--- config.mk ---
export PLATFORM = sky130hd
export DESIGN_NAME = fcie_top
export DESIGN_NICKNAME = d
export VERILOG_FILES = /design/src/design/fcie_pkg.sv /design/src/design/fcie_filter.sv /design/src/design/fcie_ticker.sv /design/src/design/fcie_top.sv
export SDC_FILE = /design/constraint.sdc
export NUM_CORES = 1
export LEC_CHECK = 0
export ABC_AREA = 1
export ABC_CLOCK_PERIOD_IN_PS = 8000
export BUFFER_PORTS_ARGS = -buffer_cell sky130_fd_sc_hd__buf_2
export CAP_MARGIN = 15
export CORE_MARGIN = 4
export CORE_UTILIZATION = 51
export CTS_BUF_LIST = sky130_fd_sc_hd__clkbuf_4
export DETAILED_ROUTE_END_ITERATION = 8
export PLACE_DENSITY = 0.71
export SYNTH_ARGS = -nofsm -noshare
export SYNTH_HDL_FRONTEND = slang
export SYNTH_SLANG_ARGS = --single-unit
--- constraint.sdc ---
create_clock -name ref_clk -period 8 [get_ports ref_clk]
set_clock_uncertainty 0.05 [all_clocks]
set_input_delay 1.2 -clock ref_clk [delete_from_list [all_inputs] [get_ports ref_clk]]
set_output_delay 1.2 -clock ref_clk [all_outputs]
set_load 0.03 [all_outputs]
--- src/design/fcie_pkg.sv ---
// Shared constants and types of the four-channel input edge event unit
package fcie_pkg;
    localparam int CLK_MHZ = 250;
    localparam int NCH = 4;
    // Filter delay codes and their times in microseconds
    localparam logic [7:0] CODE_1US = 8'h00;
    localparam logic [7:0] CODE_3US = 8'h02;
    localparam logic [7:0] CODE_10US = 8'h04;
    localparam logic [7:0] CODE_86US = 8'h07;
    localparam logic [7:0] CODE_342US = 8'h09;
    localparam logic [7:0] CODE_2731US = 8'h0c;
    localparam int T_1US = 1;
    localparam int T_3US = 3;
    localparam int T_10US = 10;
    localparam int T_86US = 86;
    localparam int T_342US = 342;
    localparam int T_2731US = 2731;
    localparam int CYC_1US = T_1US * CLK_MHZ;
    localparam int CYC_3US = T_3US * CLK_MHZ;
    localparam int CYC_10US = T_10US * CLK_MHZ;
    localparam int CYC_86US = T_86US * CLK_MHZ;
    localparam int CYC_342US = T_342US * CLK_MHZ;
    localparam int CYC_2731US = T_2731US * CLK_MHZ;
    localparam int DLY_W = 20;
    // Diagnostic enable values
    localparam logic [7:0] DIAG_OFF = 8'h00;
    localparam logic [7:0] DIAG_ON = 8'h40;
    // Reset values
    localparam logic [7:0] RST_DIAGNOSTIC_ENABLE = 8'h00;
    localparam logic [7:0] RST_DELAY = 8'h02;
    localparam logic [7:0] RST_EDGE_EN = 8'h00;
    // Record set numbers and byte indexes
    localparam logic [7:0] REC_DIAGNOSTIC_ENABLE = 8'h00;
    localparam logic [7:0] REC_DELAY = 8'h01;
    localparam logic [7:0] REC_EDGE = 8'h80;
    localparam logic [7:0] IDX_RISE = 8'h00;
    localparam logic [7:0] IDX_FALL = 8'h01;
    localparam logic [7:0] REC_DIAG_SHORT = 8'h00;
    localparam logic [7:0] REC_DIAG_FULL = 8'h01;
    localparam logic [7:0] DIAG_SHORT_LEN = 8'h04;
    localparam logic [7:0] DIAG_FULL_LEN = 8'h14;
    // Diagnostic record byte positions
    localparam int POS_FAULT_SUM = 0;
    localparam int POS_CLASS = 1;
    localparam int POS_RSVD = 2;
    localparam int POS_OVF_LOST = 3;
    localparam int POS_CH_KIND = 4;
    localparam int POS_BITS_CH = 5;
    localparam int POS_CH_COUNT = 6;
    localparam int POS_LOST_EDGE = 7;
    localparam int POS_TS = 16;
    // Field positions
    localparam int BIT_MOD_FAIL = 0;
    localparam int BIT_EXT_ERR = 2;
    localparam int BIT_CH_ERR = 3;
    localparam int BIT_OVF = 3;
    localparam int BIT_LOST = 6;
    // Constant record bytes
    localparam logic [7:0] VAL_CLASS = 8'h1f;
    localparam logic [7:0] VAL_CH_KIND = 8'h70;
    localparam logic [7:0] VAL_BITS_CH = 8'h00;
    localparam logic [7:0] VAL_CH_COUNT = 8'h04;

    typedef struct packed {
        logic [7:0] mask;
        logic [7:0] snap;
        logic [15:0] stamp;
    } fcie_event_t;

    typedef enum logic [1:0] {
        DG_IDLE = 2'b00,
        DG_ACTIVE = 2'b01,
        DG_GOING = 2'b11
    } fcie_diag_st_t;
endpackage

--- src/design/fcie_filter.sv ---
// Input synchroniser and hold-time filter for one channel
`timescale 1ns/1ps
`default_nettype none
module fcie_filter
    import fcie_pkg::*;
(
    input wire logic ref_clk,
    input wire logic rst,
    input wire logic pin,
    input wire logic [DLY_W-1:0] delay_cycles,
    output logic level
);
    logic s1_r;
    logic s2_r;
    logic [DLY_W-1:0] cnt_r;
    wire differ = (s2_r != level);
    wire held = differ && (cnt_r + 20'h00001 >= delay_cycles);

    always_ff @(posedge ref_clk or posedge rst) begin
        if (rst) begin
            s1_r <= 1'b0;
            s2_r <= 1'b0;
            cnt_r <= '0;
            level <= 1'b0;
        end else begin
            s1_r <= pin;
            s2_r <= s1_r;
            cnt_r <= (differ && !held) ? cnt_r + 20'h00001 : '0;
            if (held) begin
                level <= s2_r;
            end
        end
    end
endmodule
`default_nettype wire

--- src/design/fcie_ticker.sv ---
// Free-running 32-bit microsecond ticker
`timescale 1ns/1ps
`default_nettype none
module fcie_ticker
    import fcie_pkg::*;
(
    input wire logic ref_clk,
    input wire logic rst,
    output logic [31:0] us_count
);
    localparam logic [7:0] PRE_LAST = 8'(CLK_MHZ - 1);
    logic [7:0] pre_r;
    wire us_tick = (pre_r == PRE_LAST);

    always_ff @(posedge ref_clk or posedge rst) begin
        if (rst) begin
            pre_r <= 8'h00;
            us_count <= 32'h0000_0000;
        end else begin
            pre_r <= us_tick ? 8'h00 : pre_r + 8'h01;
            if (us_tick) begin
                us_count <= us_count + 32'h0000_0001;
            end
        end
    end
endmodule
`default_nettype wire

--- src/design/fcie_top.sv ---
// Four-channel filtered input unit with edge events and diagnostic record
`timescale 1ns/1ps
`default_nettype none
// Functional notes
// - Diagnostic enable: 00h off, 40h on, reset 00h
// - Per-channel delay codes 00h/02h/04h, reset 02h
// - Codes 07h/09h/0Ch too; others not allowed (the code stores them and filters with the 3 us delay)
// - Rising enable bits 0-3 per channel
// - Falling enable bits 0-3 per channel
// - Both edge enables reset to zero
// - Edges process interrupt; losses diagnostic interrupt
// - Event mask bits 0-3, upper zero
// - Snapshot holds filtered levels at event
// - 32-bit microsecond counter from zero, wraps
// - Event stamp is counter low 16 bits
// - Incoming diagnostic, automatic going when cleared
// - Events inside diagnostic window are discarded
// - Fault lamp on during diagnostic window
// - Record 01h whole, 00h first four
// - Fault summary bits 0, 2, 3
// - Module class byte constant 1Fh
// - Overflow flag in bit 3
// - Lost process interrupt flag in bit 6
// - Constant bytes 70h, 00h, 04h
// - Lost edge flags per channel bits 0-3
// - Record ends with full ticker stamp
module fcie_top
    import fcie_pkg::*;
#(
    parameter int DLY_86 = CYC_86US,
    parameter int DLY_342 = CYC_342US,
    parameter int DLY_2731 = CYC_2731US
)
(
    input wire logic ref_clk,
    input wire logic rst,
    input wire logic [NCH-1:0] din,
    input wire logic par_wr,
    input wire logic diag_rd,
    input wire logic [7:0] record_set_number,
    input wire logic [7:0] object_index,
    input wire logic [7:0] par_wdata,
    input wire logic event_ack,
    output logic [7:0] rd_data_r,
    output logic rd_valid_r,
    output logic rd_err_r,
    output logic proc_irq_r,
    output fcie_event_t event_r,
    output logic diag_in_irq_r,
    output logic diag_go_irq_r,
    output logic module_fault_lamp_r,
    output logic [NCH-1:0] level_r
);
    function automatic logic [DLY_W-1:0] delay_of(input logic [7:0] code);
        case (code)
            CODE_1US: delay_of = DLY_W'(CYC_1US);
            CODE_3US: delay_of = DLY_W'(CYC_3US);
            CODE_10US: delay_of = DLY_W'(CYC_10US);
            CODE_86US: delay_of = DLY_W'(DLY_86);
            CODE_342US: delay_of = DLY_W'(DLY_342);
            CODE_2731US: delay_of = DLY_W'(DLY_2731);
            default: delay_of = DLY_W'(CYC_3US);
        endcase
    endfunction

    logic [7:0] diagnostic_enable_r;
    logic [7:0] delay_code_r [NCH];
    logic [7:0] rise_en_r;
    logic [7:0] fall_en_r;
    logic [NCH-1:0] filt;
    logic [NCH-1:0] prev_r;
    logic [31:0] us_count;
    logic pending_r;
    logic lost_r;
    logic ovf_r;
    logic [NCH-1:0] lost_edge_r;
    logic [31:0] fault_ts_r;
    fcie_diag_st_t st_r;
    fcie_diag_st_t st_nxt;
    logic [7:0] diag_rec [20];

    fcie_ticker u_ticker (
        .ref_clk(ref_clk),
        .rst(rst),
        .us_count(us_count)
    );

    genvar gi;
    generate
        for (gi = 0; gi < NCH; gi++) begin : g_ch
            fcie_filter u_filt (
                .ref_clk(ref_clk),
                .rst(rst),
                .pin(din[gi]),
                .delay_cycles(delay_of(delay_code_r[gi])),
                .level(filt[gi])
            );
            always_ff @(posedge ref_clk or posedge rst) begin
                if (rst) begin
                    delay_code_r[gi] <= RST_DELAY;
                end else if (par_wr && record_set_number == REC_DELAY && object_index == 8'(gi)) begin
                    delay_code_r[gi] <= par_wdata;
                end
            end
        end
    endgenerate

    // Parameter write decode
    wire wr_diagnostic_enable = par_wr && record_set_number == REC_DIAGNOSTIC_ENABLE && object_index == 8'h00;
    wire wr_rise = par_wr && record_set_number == REC_EDGE && object_index == IDX_RISE;
    wire wr_fall = par_wr && record_set_number == REC_EDGE && object_index == IDX_FALL;

    // Edge detection and event decision
    wire [NCH-1:0] rises = filt & ~prev_r;
    wire [NCH-1:0] falls = ~filt & prev_r;
    wire [NCH-1:0] events = (rises & rise_en_r[NCH-1:0]) | (falls & fall_en_r[NCH-1:0]);
    wire window = (st_r != DG_IDLE);
    wire any_event = (|events) && !window;
    wire busy = pending_r && !event_ack;
    wire deliver = any_event && !busy;
    wire lose = any_event && busy;
    wire diag_on = (diagnostic_enable_r == DIAG_ON);

    // Diagnostic record read decode
    wire rd_short = record_set_number == REC_DIAG_SHORT && object_index < DIAG_SHORT_LEN;
    wire rd_full = record_set_number == REC_DIAG_FULL && object_index < DIAG_FULL_LEN;
    wire rd_ok = rd_short || rd_full;
    wire rd_clear = diag_rd && record_set_number == REC_DIAG_FULL && object_index == DIAG_FULL_LEN - 8'h01;
    wire cause = lost_r || ovf_r;

    always_comb begin
        for (int i = 0; i < 20; i++) begin
            diag_rec[i] = 8'h00;
        end
        diag_rec[POS_FAULT_SUM][BIT_MOD_FAIL] = cause;
        diag_rec[POS_FAULT_SUM][BIT_EXT_ERR] = 1'b0;
        diag_rec[POS_FAULT_SUM][BIT_CH_ERR] = |lost_edge_r;
        diag_rec[POS_CLASS] = VAL_CLASS;
        diag_rec[POS_OVF_LOST][BIT_OVF] = ovf_r;
        diag_rec[POS_OVF_LOST][BIT_LOST] = lost_r;
        diag_rec[POS_CH_KIND] = VAL_CH_KIND;
        diag_rec[POS_BITS_CH] = VAL_BITS_CH;
        diag_rec[POS_CH_COUNT] = VAL_CH_COUNT;
        diag_rec[POS_LOST_EDGE] = {4'h0, lost_edge_r};
        for (int i = 0; i < 4; i++) begin
            diag_rec[POS_TS + i] = fault_ts_r[8*i +: 8];
        end
    end

    always_comb begin
        case (st_r)
            DG_IDLE: st_nxt = (cause && diag_on) ? DG_ACTIVE : DG_IDLE;
            DG_ACTIVE: st_nxt = cause ? DG_ACTIVE : DG_GOING;
            DG_GOING: st_nxt = DG_IDLE;
            default: st_nxt = DG_IDLE;
        endcase
    end

    always_ff @(posedge ref_clk or posedge rst) begin
        if (rst) begin
            diagnostic_enable_r <= RST_DIAGNOSTIC_ENABLE;
            rise_en_r <= RST_EDGE_EN;
            fall_en_r <= RST_EDGE_EN;
        end else begin
            if (wr_diagnostic_enable) begin
                diagnostic_enable_r <= par_wdata;
            end
            if (wr_rise) begin
                rise_en_r <= {4'h0, par_wdata[NCH-1:0]};
            end
            if (wr_fall) begin
                fall_en_r <= {4'h0, par_wdata[NCH-1:0]};
            end
        end
    end

    // Process interrupt delivery
    always_ff @(posedge ref_clk or posedge rst) begin
        if (rst) begin
            prev_r <= '0;
            pending_r <= 1'b0;
            proc_irq_r <= 1'b0;
            event_r <= '0;
            level_r <= '0;
        end else begin
            prev_r <= filt;
            level_r <= filt;
            proc_irq_r <= deliver;
            if (deliver) begin
                pending_r <= 1'b1;
                event_r.mask <= {4'h0, events};
                event_r.snap <= {4'h0, filt};
                event_r.stamp <= us_count[15:0];
            end else if (event_ack) begin
                pending_r <= 1'b0;
            end
        end
    end

    // Diagnostic flags, set wins over the read clear
    always_ff @(posedge ref_clk or posedge rst) begin
        if (rst) begin
            lost_r <= 1'b0;
            ovf_r <= 1'b0;
            lost_edge_r <= '0;
        end else begin
            lost_r <= lose || (lost_r && !rd_clear);
            ovf_r <= (lose && lost_r) || (ovf_r && !rd_clear);
            lost_edge_r <= (lose ? events : '0) | (rd_clear ? '0 : lost_edge_r);
        end
    end

    always_ff @(posedge ref_clk or posedge rst) begin
        if (rst) begin
            st_r <= DG_IDLE;
            diag_in_irq_r <= 1'b0;
            diag_go_irq_r <= 1'b0;
            module_fault_lamp_r <= 1'b0;
            fault_ts_r <= 32'h0000_0000;
        end else begin
            st_r <= st_nxt;
            diag_in_irq_r <= (st_r == DG_IDLE) && (st_nxt == DG_ACTIVE);
            diag_go_irq_r <= (st_r == DG_ACTIVE) && (st_nxt == DG_GOING);
            module_fault_lamp_r <= (st_nxt != DG_IDLE);
            if (st_r == DG_IDLE && st_nxt == DG_ACTIVE) begin
                fault_ts_r <= us_count;
            end
        end
    end

    always_ff @(posedge ref_clk or posedge rst) begin
        if (rst) begin
            rd_data_r <= 8'h00;
            rd_valid_r <= 1'b0;
            rd_err_r <= 1'b0;
        end else begin
            rd_valid_r <= diag_rd;
            rd_err_r <= diag_rd && !rd_ok;
            rd_data_r <= (diag_rd && rd_ok) ? diag_rec[object_index[4:0]] : 8'h00;
        end
    end
endmodule
`default_nettype wire

==> metrics.cfg, run 1 <==
[placed_design]
portBuffers = 74
gp_congestion = 0.882
hpwl_um = 22300

[floorplanning]
die_area_mm2 = 0.0301
core_area_mm2 = 0.0270
die_w_um = 173
row_count = 60
io_pins = 83
die_y_um = 173
start_util_pct = 51.8

[sta]
tightest_slew_ps = 1070
fmax_mhz = 295
setup_viol = 0
hold_violations = 0
finalMaxSlewViolations = 0
post-route-min-period_ps = 3390
holdWs_ps = 282
slew_headroom_pct = 28.5
rsz0062_at_grt = no
timing.final.crit_share_pct = 42.4
fin_tns_setup_ps = 0

[worst_setup_path]
cpPeakStageDelay_ps = 560
crit_buf_inv = 1
r2r_slack_ps = 4610
crit_top_cell = nand2_1
cpMaxStageDelayCell = nor4_1
end_kind = register
cp_max_fo = 20
setup.worst_path.start_class = register
cp_top_family = simple AND/OR/NAND/NOR gates
crit_type = register to register
worstPathArrival_ps = 3910
crit_chain = nor4_1 > inv_1 > nor4_1 > nor2_1 > ha_1 > nand2_1 > nand2_1 > nand2_1 > nand2_1 > nand2_1 > nand2_1 > nand2_1 > nor2_1 > nor2_1 > nor2_1 > nor2_2 > nand3_2 > nor2_1
worstPathRequired_ps = 8510

[routing]
ant_nets = 0
num_vias = 11400
initialDrtViolationCount = 710
routedWlPerCell_um = 13.7
drcViolationCount = 0
routed_wl_um = 30700
post_drt_via_cell_ratio = 5.07
dr.pass1.iters = 5

[cts]
clkSinkCount = 262
cts_setup_buffers = 0
root_buffer = clkbuf_4
cts_tree = done
clk_pin_slew_ps = 60
htreeDepth = 3
cts_resized = 0
insertion_delay_ps = 700
ctsHoldBuffers = 0
cts.path.max_buffers = 3
numCtsBuffers = 73

[synthesis]
synth_most_common_cell = nand2_1
syn_avg_cell_area_um2 = 8.09
ys_ff_latch = 262
synth_top_area_share_pct = 46.2
synth_top_flop_cell = dfrtp_1
ys.warnings.count = 0
synthCells = 1725
yosys.cell_types.count = 49
synthTopCellsByArea = dfrtp_1 (46%), nand2_1 (11%), inv_1 (7.1%)
synth-edff-count = 0
netlist_area_mm2 = 0.0140
yosysTopAreaCell = dfrtp_1
ys_seq_area_share_pct = 47.0
async_flop_share_pct = 100
netlist_top_cells_count = nand2_1 (399), inv_1 (263), dfrtp_1 (258)

[power_and_ir_drop]
cellLeakagePower_nw = 7.90
vdd_drop_max_uv = 94.4
powerDensity_mw_per_mm2 = 171

[job]
max-cap-violations = 0

[hold_path]
hp-class = register to register

[global_route]
overflow = 0
grt_use_total_pct = 20.8
grt_start_max_net_pins = 185
gr-usage-met3_pct = 4.62
use_met2_pct = 34.2
grt_pass1_vias = 11200
grt.met1_usage_pct = 27.5
grt_pass1_wl_um = 52700
grt_antenna_before_repair = 1
grt_busiest_layer = met2

[finish]
syn_to_final_growth_pct = 11.3
num-nets-final = 1951
drive_gt1_share_pct = 12.7

[outcome]
status = finished clean

per-layer routing:
metal / share of wire (%) / vias up / wire length [um]
met2: 48 / 244 / 14600
met4: 1.8 / 0 / 560
li1: - / 5769 / -
met3: 5.6 / 48 / 1720
met1: 45 / 5294 / 13800
met5: 0 / - / 0
per-stage QoR:
stage / setup slack, ps / cell area, um^2 / utilization (%) / total power [mW] / instances
global placement: 4770 / 14600 / 54.2 / 1.46 / 2117
CTS: 4560 / 15500 / 57.6 / 2.71 / 2238
global route: 4190 / 15500 / 57.7 / 2.80 / 2239
detailed placement: 4600 / 14600 / 54.2 / 1.46 / 2117
finish: 4610 / 15500 / 57.7 / 2.66 / 2240
floorplan: 3300 / 14000 / - / 1.44 / 1732
final cells by class:
cell class	count	area, um^2
antenna	2	5.00
clock buffer	104	781
clock inverter	17	140
fill	2472	11400
inverter	265	998
multi-input combinational	1171	6210
sequential	262	6560
tap	341	427
timing repair buffer	78	413
worst register-to-register path, delay by kind of cell, from the launching register on:
family	cells	cell delay, ps
DFF	1	370
buffers and inverters	1	150
adders and majority gates	1	300
and+or+nand+nor	16	2420
power by group:
group	leakage, nW	internal, mW	switching (mW)	total [mW]
Sequential	3.57	1.33	0.00584	1.34
Clock	0.538	0.663	0.564	1.23
Combinational	3.79	0.0234	0.0735	0.0969
Total	7.90	2.02	0.643	2.66
kinds of logic after synthesis:
logic type	after synthesis	share of synthesized area, %
AND/OR/NAND/NOR	826	25.6
AO/OA/AOI/OAI	190	7.70
buffers and inverters	299	8.69
other	1	0.0269
XOR/XNOR	80	5.02
adder cells (fa/ha/maj)	67	6.00
flip-flops	262	47.0
registers in the layout, indices dropped and copies added (netlist names), 4 cells and up:
name,count
fall_en_r,4
u_ticker.us_count,32
g_ch.u_filt.s1_r,4
rise_en_r,4
u_ticker.pre_r,8
event_r,24
diagnostic_enable_r,8
prev_r,4
g_ch.u_filt.level,4
delay_code_r,32
lost_edge_r,4
g_ch.u_filt.s2_r,4
rd_data_r,8
fault_ts_r,32
g_ch.u_filt.cnt_r,80
cells in the final DEF, fill, tap and decap left out, types with 5 or more instances in the layout:
master and n:
nand3_1 63, o21bai_1 5, clkinv_1 9, a21oi_1 27, buf_2 74, nand2_2 5
a31oi_1 7, nor2_1 222, clkbuf_4 104, o31ai_1 5, a211oi_1 5, ha_1 67
nor3_1 46, and3_1 5, o21ai_0 111, nand2_1 399, nor2_4 5, nand4_1 27
dfrtp_1 258, xor2_1 66, xnor2_1 14, nand3_2 5, nor3b_1 5, nor4_1 14
inv_1 262, conb_1 8, nor2_2 16, o22ai_1 5, a22oi_1 12
worst paths after layout:
check / cells after the start / to / startpoint
max in group asynchronous: 4 / g_ch[2].u_filt.s1_r / rst
hold reg to reg: 0 / g_ch[0].u_filt.s2_r / g_ch[0].u_filt.s1_r
hold / removal: 0 / g_ch[0].u_filt.s2_r / g_ch[0].u_filt.s1_r
setup / recovery: 18 / g_ch[2].u_filt.cnt_r[9] / delay_code_r[13]
min in group asynchronous: 3 / rd_valid_r / rst
setup reg to reg: 18 / g_ch[2].u_filt.cnt_r[9] / delay_code_r[13]
Power figures use the tool's default switching activity.
==> inputs of run 2 (changes only) <==
--- a/config.mk
+++ b/config.mk
@@ -6,7 +6,7 @@
 export NUM_CORES = 1
 export LEC_CHECK = 0
 export ABC_AREA = 1
-export ABC_CLOCK_PERIOD_IN_PS = 8000
+export ABC_CLOCK_PERIOD_IN_PS = 2700
 export BUFFER_PORTS_ARGS = -buffer_cell sky130_fd_sc_hd__buf_2
 export CAP_MARGIN = 15
 export CORE_MARGIN = 4
==> constraint.sdc (replaced) <==
create_clock -name ref_clk -period 2.7 [get_ports ref_clk]
set_clock_uncertainty 0.05 [all_clocks]
set_input_delay 0.405 -clock ref_clk [delete_from_list [all_inputs] [get_ports ref_clk]]
set_output_delay 0.405 -clock ref_clk [all_outputs]
set_load 0.03 [all_outputs]
==> run 2 against run 1 <==
Effect of this change:
- the flow now finishes with violations (negative setup slack)
- flip-flop and latch count is the same
- power grew to 2.9 times the previous value
- first-iteration DRC count grew 9.7%
- non-clock buffer count grew 126
- clock power grew to 2.8 times the previous value
- largest power group unchanged
==> metrics.cfg, run 2 (same netlist as run 1, synthesis figures left out) <==
[routing]
routedWlPerCell_um = 14.5  ; +6.2%
dr.pass1.iters = 5  ; unchanged
initialDrtViolationCount = 779  ; +9.7%
ant_nets = 0  ; unchanged
num_vias = 12100  ; +6.8%
post_drt_via_cell_ratio = 5.14  ; +1.4%
drcViolationCount = 0  ; unchanged
routed_wl_um = 34300  ; +12%

[floorplanning]
row_count = 60  ; unchanged
start_util_pct = 51.8  ; unchanged
die_y_um = 173  ; unchanged
io_pins = 83  ; unchanged
core_area_mm2 = 0.0270  ; unchanged
die_area_mm2 = 0.0301  ; unchanged
die_w_um = 173  ; unchanged

[job]
max-cap-violations = 0  ; unchanged

[global_route]
grt_start_max_net_pins = 124  ; -33%
overflow = 0  ; unchanged
grt_antenna_before_repair = 1  ; unchanged
grt_pass1_vias = 11900  ; +6.3%
grt_use_total_pct = 21.5  ; +0.73 points
grt_pass1_wl_um = 54600  ; +3.7%

[power_and_ir_drop]
vdd_drop_max_uv = 299  ; +220%
cellLeakagePower_nw = 8.69  ; +10%
powerDensity_mw_per_mm2 = 446  ; +160%

[finish]
largest_register_ffs = 80  ; unchanged
most-common-layout-cells = nand2_1 (381), dfrtp_1 (257), inv_1 (252)
final_cell_count_no_fill = 2359  ; +5.3%
regMostFlops = g_ch.u_filt.cnt_r
fillers = 2183  ; -12%
num-nets-final = 2074  ; +6.3%
ff_latch_area_mm2 = 0.00656  ; about the same
drive_gt1_share_pct = 25.0  ; +12 points
multi_input_area_mm2 = 0.00697  ; +12%
layout_commonest_cell = nand2_1
final_util_pct = 64.6  ; +7.0 points
syn_to_final_growth_pct = 24.7

[worst_setup_path]
crit_chain = nand4_1 > nor2_2 > nand2_1 > nor2_1 > nand2_1 > nor2_1 > nand2_1 > xor2_2 > ha_1 > and3_1 > nand3_1 > nor2_2 > nor2_4 > nand3_4 > clkbuf_16 > nor2_2
end_kind = register
cpPeakStageDelay_ps = 420  ; -140 ps
crit_type = register to register
setup.worst_path.start_class = register
worstPathArrival_ps = 3430  ; -480 ps
worstPathRequired_ps = 3240  ; -5270 ps
cp_max_fo = 5  ; -75%
cpMaxStageDelayCell = dfrtp_1

[sta]
fmax_mhz = 346  ; +17%
setup_viol = 78  ; +78
rsz0062_at_grt = yes
finalMaxSlewViolations = 0  ; unchanged
fin_tns_setup_ps = -7320  ; -7320 ps
tightest_slew_ps = 695  ; -374 ps
hold_violations = 0  ; unchanged
holdWs_ps = 66.9  ; -215 ps
slew_headroom_pct = 53.7  ; +25 points
finalWorstSetupSlack_ps = -191  ; -4800 ps
post-route-min-period_ps = 2890  ; -503 ps
timing.final.crit_share_pct = 107  ; +65 points

[cts]
root_buffer = clkbuf_4
clkSinkCount = 262  ; unchanged
cts.path.max_buffers = 3  ; unchanged
numCtsBuffers = 70  ; -4.1%
htreeDepth = 3  ; unchanged
insertion_delay_ps = 700  ; about the same
clk_pin_slew_ps = 70  ; about the same
cts_tree = done

[placed_design]
place_ws_ps = -105  ; -4700 ps
portBuffers = 74  ; unchanged
gp_congestion = 0.927  ; +5.1%
place_inst = 2194  ; +3.6%
hpwl_um = 23000  ; +3.5%

[outcome]
violations = negative setup slack
status = finished with violations

[hold_path]
hp-class = primary input to register

-- run 2: changes by cell type in the layout (fill, tap and decap cells not counted), moves of 17 or more --
cell / before / now
buf_4: 3 / 98
nor2_1: 222 / 150
nor2_2: 16 / 69
nor2_4: 5 / 24
nand2_1: 399 / 381
nand2_2: 5 / 22
-- run 2: power breakdown --
group | switching (mW) | total, mW | internal [mW]
sequential | 0.0156 | 3.96 | 3.95
clock | 1.69 | 3.40 | 1.71
combinational | 0.259 | 0.398 | 0.139
total | 1.97 | 7.77 | 5.80
-- run 2: routing by layer --
layer / routed length (um) / GRT usage [%] / part of all wire, %
met1: 15000 / 27.9 / 44
met2: 16700 / 36.1 / 49
met3: 1850 / 4.56 / 5.4
met4: 800 / 7.12 / 2.3
met5: 0 / 0 / 0
-- run 2: worst paths after layout --
path                                         startpoint                       end  slack [ps]  cells past startpoint
min in group asynchronous                           rst                rd_valid_r         130                      3
worst min-delay path                       par_wdata[6]           delay_code_r[6]          70                      3
max in group asynchronous                           rst  g_ch[2].u_filt.cnt_r[16]        1520                      4
worst min register to register      g_ch[3].u_filt.s1_r       g_ch[3].u_filt.s2_r         300                      0
worst max register to register  g_ch[0].u_filt.cnt_r[2]  g_ch[0].u_filt.cnt_r[17]        -190                     16
worst max-delay path            g_ch[0].u_filt.cnt_r[2]  g_ch[0].u_filt.cnt_r[17]        -190                     16
-- run 2: per-stage QoR --
stage,instance area (um^2),power [mW]
finish,17400,7.77
global route,17400,8.15
CTS,16400,7.80
detailed placement,15300,4.36
global placement,15300,4.35
floorplan,14000,4.25
-- run 2: layout make-up --
type,count,share of cell area [%]
well taps,341,2.45
inverters,265,5.75
clock inverters,16,0.560
repair buffers,204,9.27
clock buffers,99,4.27
flip-flops and latches,262,37.7
multi-input cells,1171,40.0
diodes,1,0.0144
-- run 2: critical path: cells and delay by family, from the launching register on --
kind / cells / cell delay (ps)
buf+inv: 1 / 200
xor+xnor: 1 / 170
simple gates: 13 / 1620
fa+ha+maj: 1 / 320
flops: 1 / 420
-- run 2: what timing repair did --
action | CTS | global route
setup endpoints to repair | 83 | 84
endpoints found under the hold margin | 234 | 0
resized for setup | 28 | 171
buffers inserted | 6 | 23
gates cloned | 1 | 9
pin swaps | 10 | 48
hold buffers | 10 | 0
==> inputs of run 3 (changes only) <==
--- a/config.mk
+++ b/config.mk
@@ -14,6 +14,7 @@
 export CTS_BUF_LIST = sky130_fd_sc_hd__clkbuf_4
 export DETAILED_ROUTE_END_ITERATION = 8
 export PLACE_DENSITY = 0.71
+export REMOVE_ABC_BUFFERS = 1
 export SYNTH_ARGS = -nofsm -noshare
 export SYNTH_HDL_FRONTEND = slang
 export SYNTH_SLANG_ARGS = --single-unit
==> run 3 against run 2 <==
Effect of this change:
- the run still ends with negative setup slack left
- worst setup slack lost 77 ps
- global-route usage is essentially flat
- non-clock buffer count grew 33
- critical path depth grew 5
- maximum frequency shrank 2.6%
- cell area grew 4.8%
- flip-flop and latch count is the same
- die area is the same
- largest cell class unchanged
- highest routed layer unchanged
==> metrics.cfg, run 3 (same netlist as run 1, synthesis figures left out) <==
[global_route]
grt_pass1_vias = 11700  ; -1.5%
overflow = 0  ; unchanged
grt_antenna_before_repair = 1  ; unchanged
grt_pass1_wl_um = 54400  ; -0.43%
grt_start_max_net_pins = 66  ; -47%
grt_use_total_pct = 21.5  ; about the same

[worst_setup_path]
regToRegStartpoint = g_ch[2].u_filt.cnt_r[0]
crit_type = register to register
setup.worst_path.start_class = register
rr_worst_depth = 21  ; +5
worstSetupStartpoint = g_ch[2].u_filt.cnt_r[0]
worstPathArrival_ps = 3500  ; +70 ps
endpoint = g_ch[2].u_filt.cnt_r[16]
worstPathRequired_ps = 3230  ; about the same
r2r_end = g_ch[2].u_filt.cnt_r[16]
cp_max_fo = 5  ; unchanged
end_kind = register
r2r_slack_ps = -270  ; -80 ps

[routing]
dr.pass1.iters = 5  ; unchanged
routedWlPerCell_um = 14.7  ; +1.1%
initialDrtViolationCount = 748  ; -4.0%
num_vias = 12300  ; +1.3%
drcViolationCount = 0  ; unchanged
ant_nets = 0  ; unchanged
post_drt_via_cell_ratio = 5.13  ; -0.33%
routed_wl_um = 35300  ; +2.8%

[sta]
fmax_mhz = 337  ; -2.6%
post-route-min-period_ps = 2970  ; +77.1 ps
setup_viol = 79  ; +1.3%
finalMaxSlewViolations = 0  ; unchanged
timing.final.crit_share_pct = 110  ; +2.9 points
finalWorstSetupSlack_ps = -268  ; -77.1 ps
tightest_slew_ps = 660  ; -35.3 ps
hold_violations = 0  ; unchanged
rsz0062_at_grt = yes
slew_headroom_pct = 55.9  ; +2.2 points

[cts]
cts.path.max_buffers = 3  ; unchanged
numCtsBuffers = 71  ; +1.4%
clk_pin_slew_ps = 60  ; about the same
clkSinkCount = 262  ; unchanged
cts_tree = done
htreeDepth = 3  ; unchanged
root_buffer = clkbuf_4
insertion_delay_ps = 700  ; about the same

[floorplanning]
core_area_mm2 = 0.0270  ; unchanged
die_y_um = 173  ; unchanged
io_pins = 83  ; unchanged
row_count = 60  ; unchanged
start_util_pct = 51.8  ; unchanged
die_w_um = 173  ; unchanged
die_area_mm2 = 0.0301  ; unchanged

[finish]
fillers = 2041  ; -6.5%
ff_latch_area_mm2 = 0.00656  ; about the same
fin_area_mm2 = 0.0182  ; +4.8%
layout_commonest_cell = nand2_1
regMostFlops = g_ch.u_filt.cnt_r
syn_to_final_growth_pct = 30.6
num-nets-final = 2108  ; +1.6%
most-common-layout-cells = nand2_1 (371), dfrtp_1 (256), inv_1 (247)
multi_input_area_mm2 = 0.00745  ; +7.0%
largest_register_ffs = 80  ; unchanged
drive_gt1_share_pct = 29.0  ; +4.0 points

[placed_design]
dpl_cell_area_mm2 = 0.0154  ; +0.65%
gp_congestion = 0.879  ; -5.1%
portBuffers = 74  ; unchanged
place_ws_ps = -100  ; +4.37 ps
hpwl_um = 23400  ; +1.7%

[job]
max-cap-violations = 0  ; unchanged

[hold_path]
hp-class = primary input to register

[outcome]
violations = negative setup slack
status = finished with violations

[power_and_ir_drop]
powerDensity_mw_per_mm2 = 435  ; -2.5%
vdd_drop_max_uv = 321  ; +7.5%
cellLeakagePower_nw = 8.93  ; +2.7%

run 3: metal layers:
layer / GRT usage [%] / up-vias / wire (um)
met2: 36.2 / 296 / 17900
met1: 28.0 / 5848 / 15000
met3: 3.93 / 74 / 1670
li1: - / 6072 / -
met5: 0 / - / 0
met4: 7.52 / 0 / 789
run 3: how the worst min path moves through the flow:
stage,startpoint,endpoint,slack (ps),depth (start not counted)
after floorplan,g_ch[0].u_filt.s1_r,g_ch[0].u_filt.s2_r,280,0
after CTS,object_index[0],rd_data_r[3],10,3
after global routing,object_index[0],rd_data_r[3],50,3
final,object_index[0],rd_data_r[3],60,3
after detailed placement,g_ch[1].u_filt.s1_r,g_ch[1].u_filt.s2_r,290,0
after global placement,g_ch[1].u_filt.s1_r,g_ch[1].u_filt.s2_r,290,0
run 3: stage by stage:
step | power (mW) | std cells | utilization [%] | setup TNS [ps] | hold slack, ps
final | 7.93 | 2398 | 67.7 | -9510 | 58.0
after global routing | 8.28 | 2398 | 67.7 | -24860 | 51.5
after CTS | 7.92 | 2352 | 62.0 | -645 | 11.6
after detailed placement | 4.37 | 2206 | 57.0 | -4220 | 286
after global placement | 4.36 | 2206 | 57.0 | -771 | 286
after floorplan | 4.23 | 1698 | - | -1293650 | 281
run 3: cell type report:
class,count,share of cell area [%]
Antenna cell,1,0.0137
Clock buffer,99,4.07
Clock inverter,22,0.754
Inverter,265,5.52
Multi-Input combinational cell,1171,40.8
Sequential cell,262,36.0
Tap cell,341,2.34
Timing Repair Buffer,237,10.5
run 3: critical path, stage by stage (launching register included):
cell,delay [ps]
dfrtp_1,390
ha_2,220
nand2_2,60
nor2_2,120
nand2_2,80
nor2_2,130
xor2_1,240
inv_1,70
ha_1,320
nand3_2,100
inv_2,80
nand3_2,50
nor2_1,100
nand2_1,70
nor2_2,100
nor2_1,60
nor2_2,140
nor2_4,60
nand3_4,100
buf_6,130
buf_12,130
nor2_4,30
run 3: what timing repair did:
item	in CTS	in global routing
cloned	2	9
hold buffers	9	0
gates resized for setup	53	263
pin swaps	12	71
setup buffers	14	38
endpoints found under the hold margin	69	0
endpoints found under the setup margin	80	84
run 3: power breakdown:
part	internal, mW	switching (mW)	total, mW
sequential	3.95	0.0176	3.97
clock	1.80	1.70	3.50
combinational	0.174	0.292	0.466
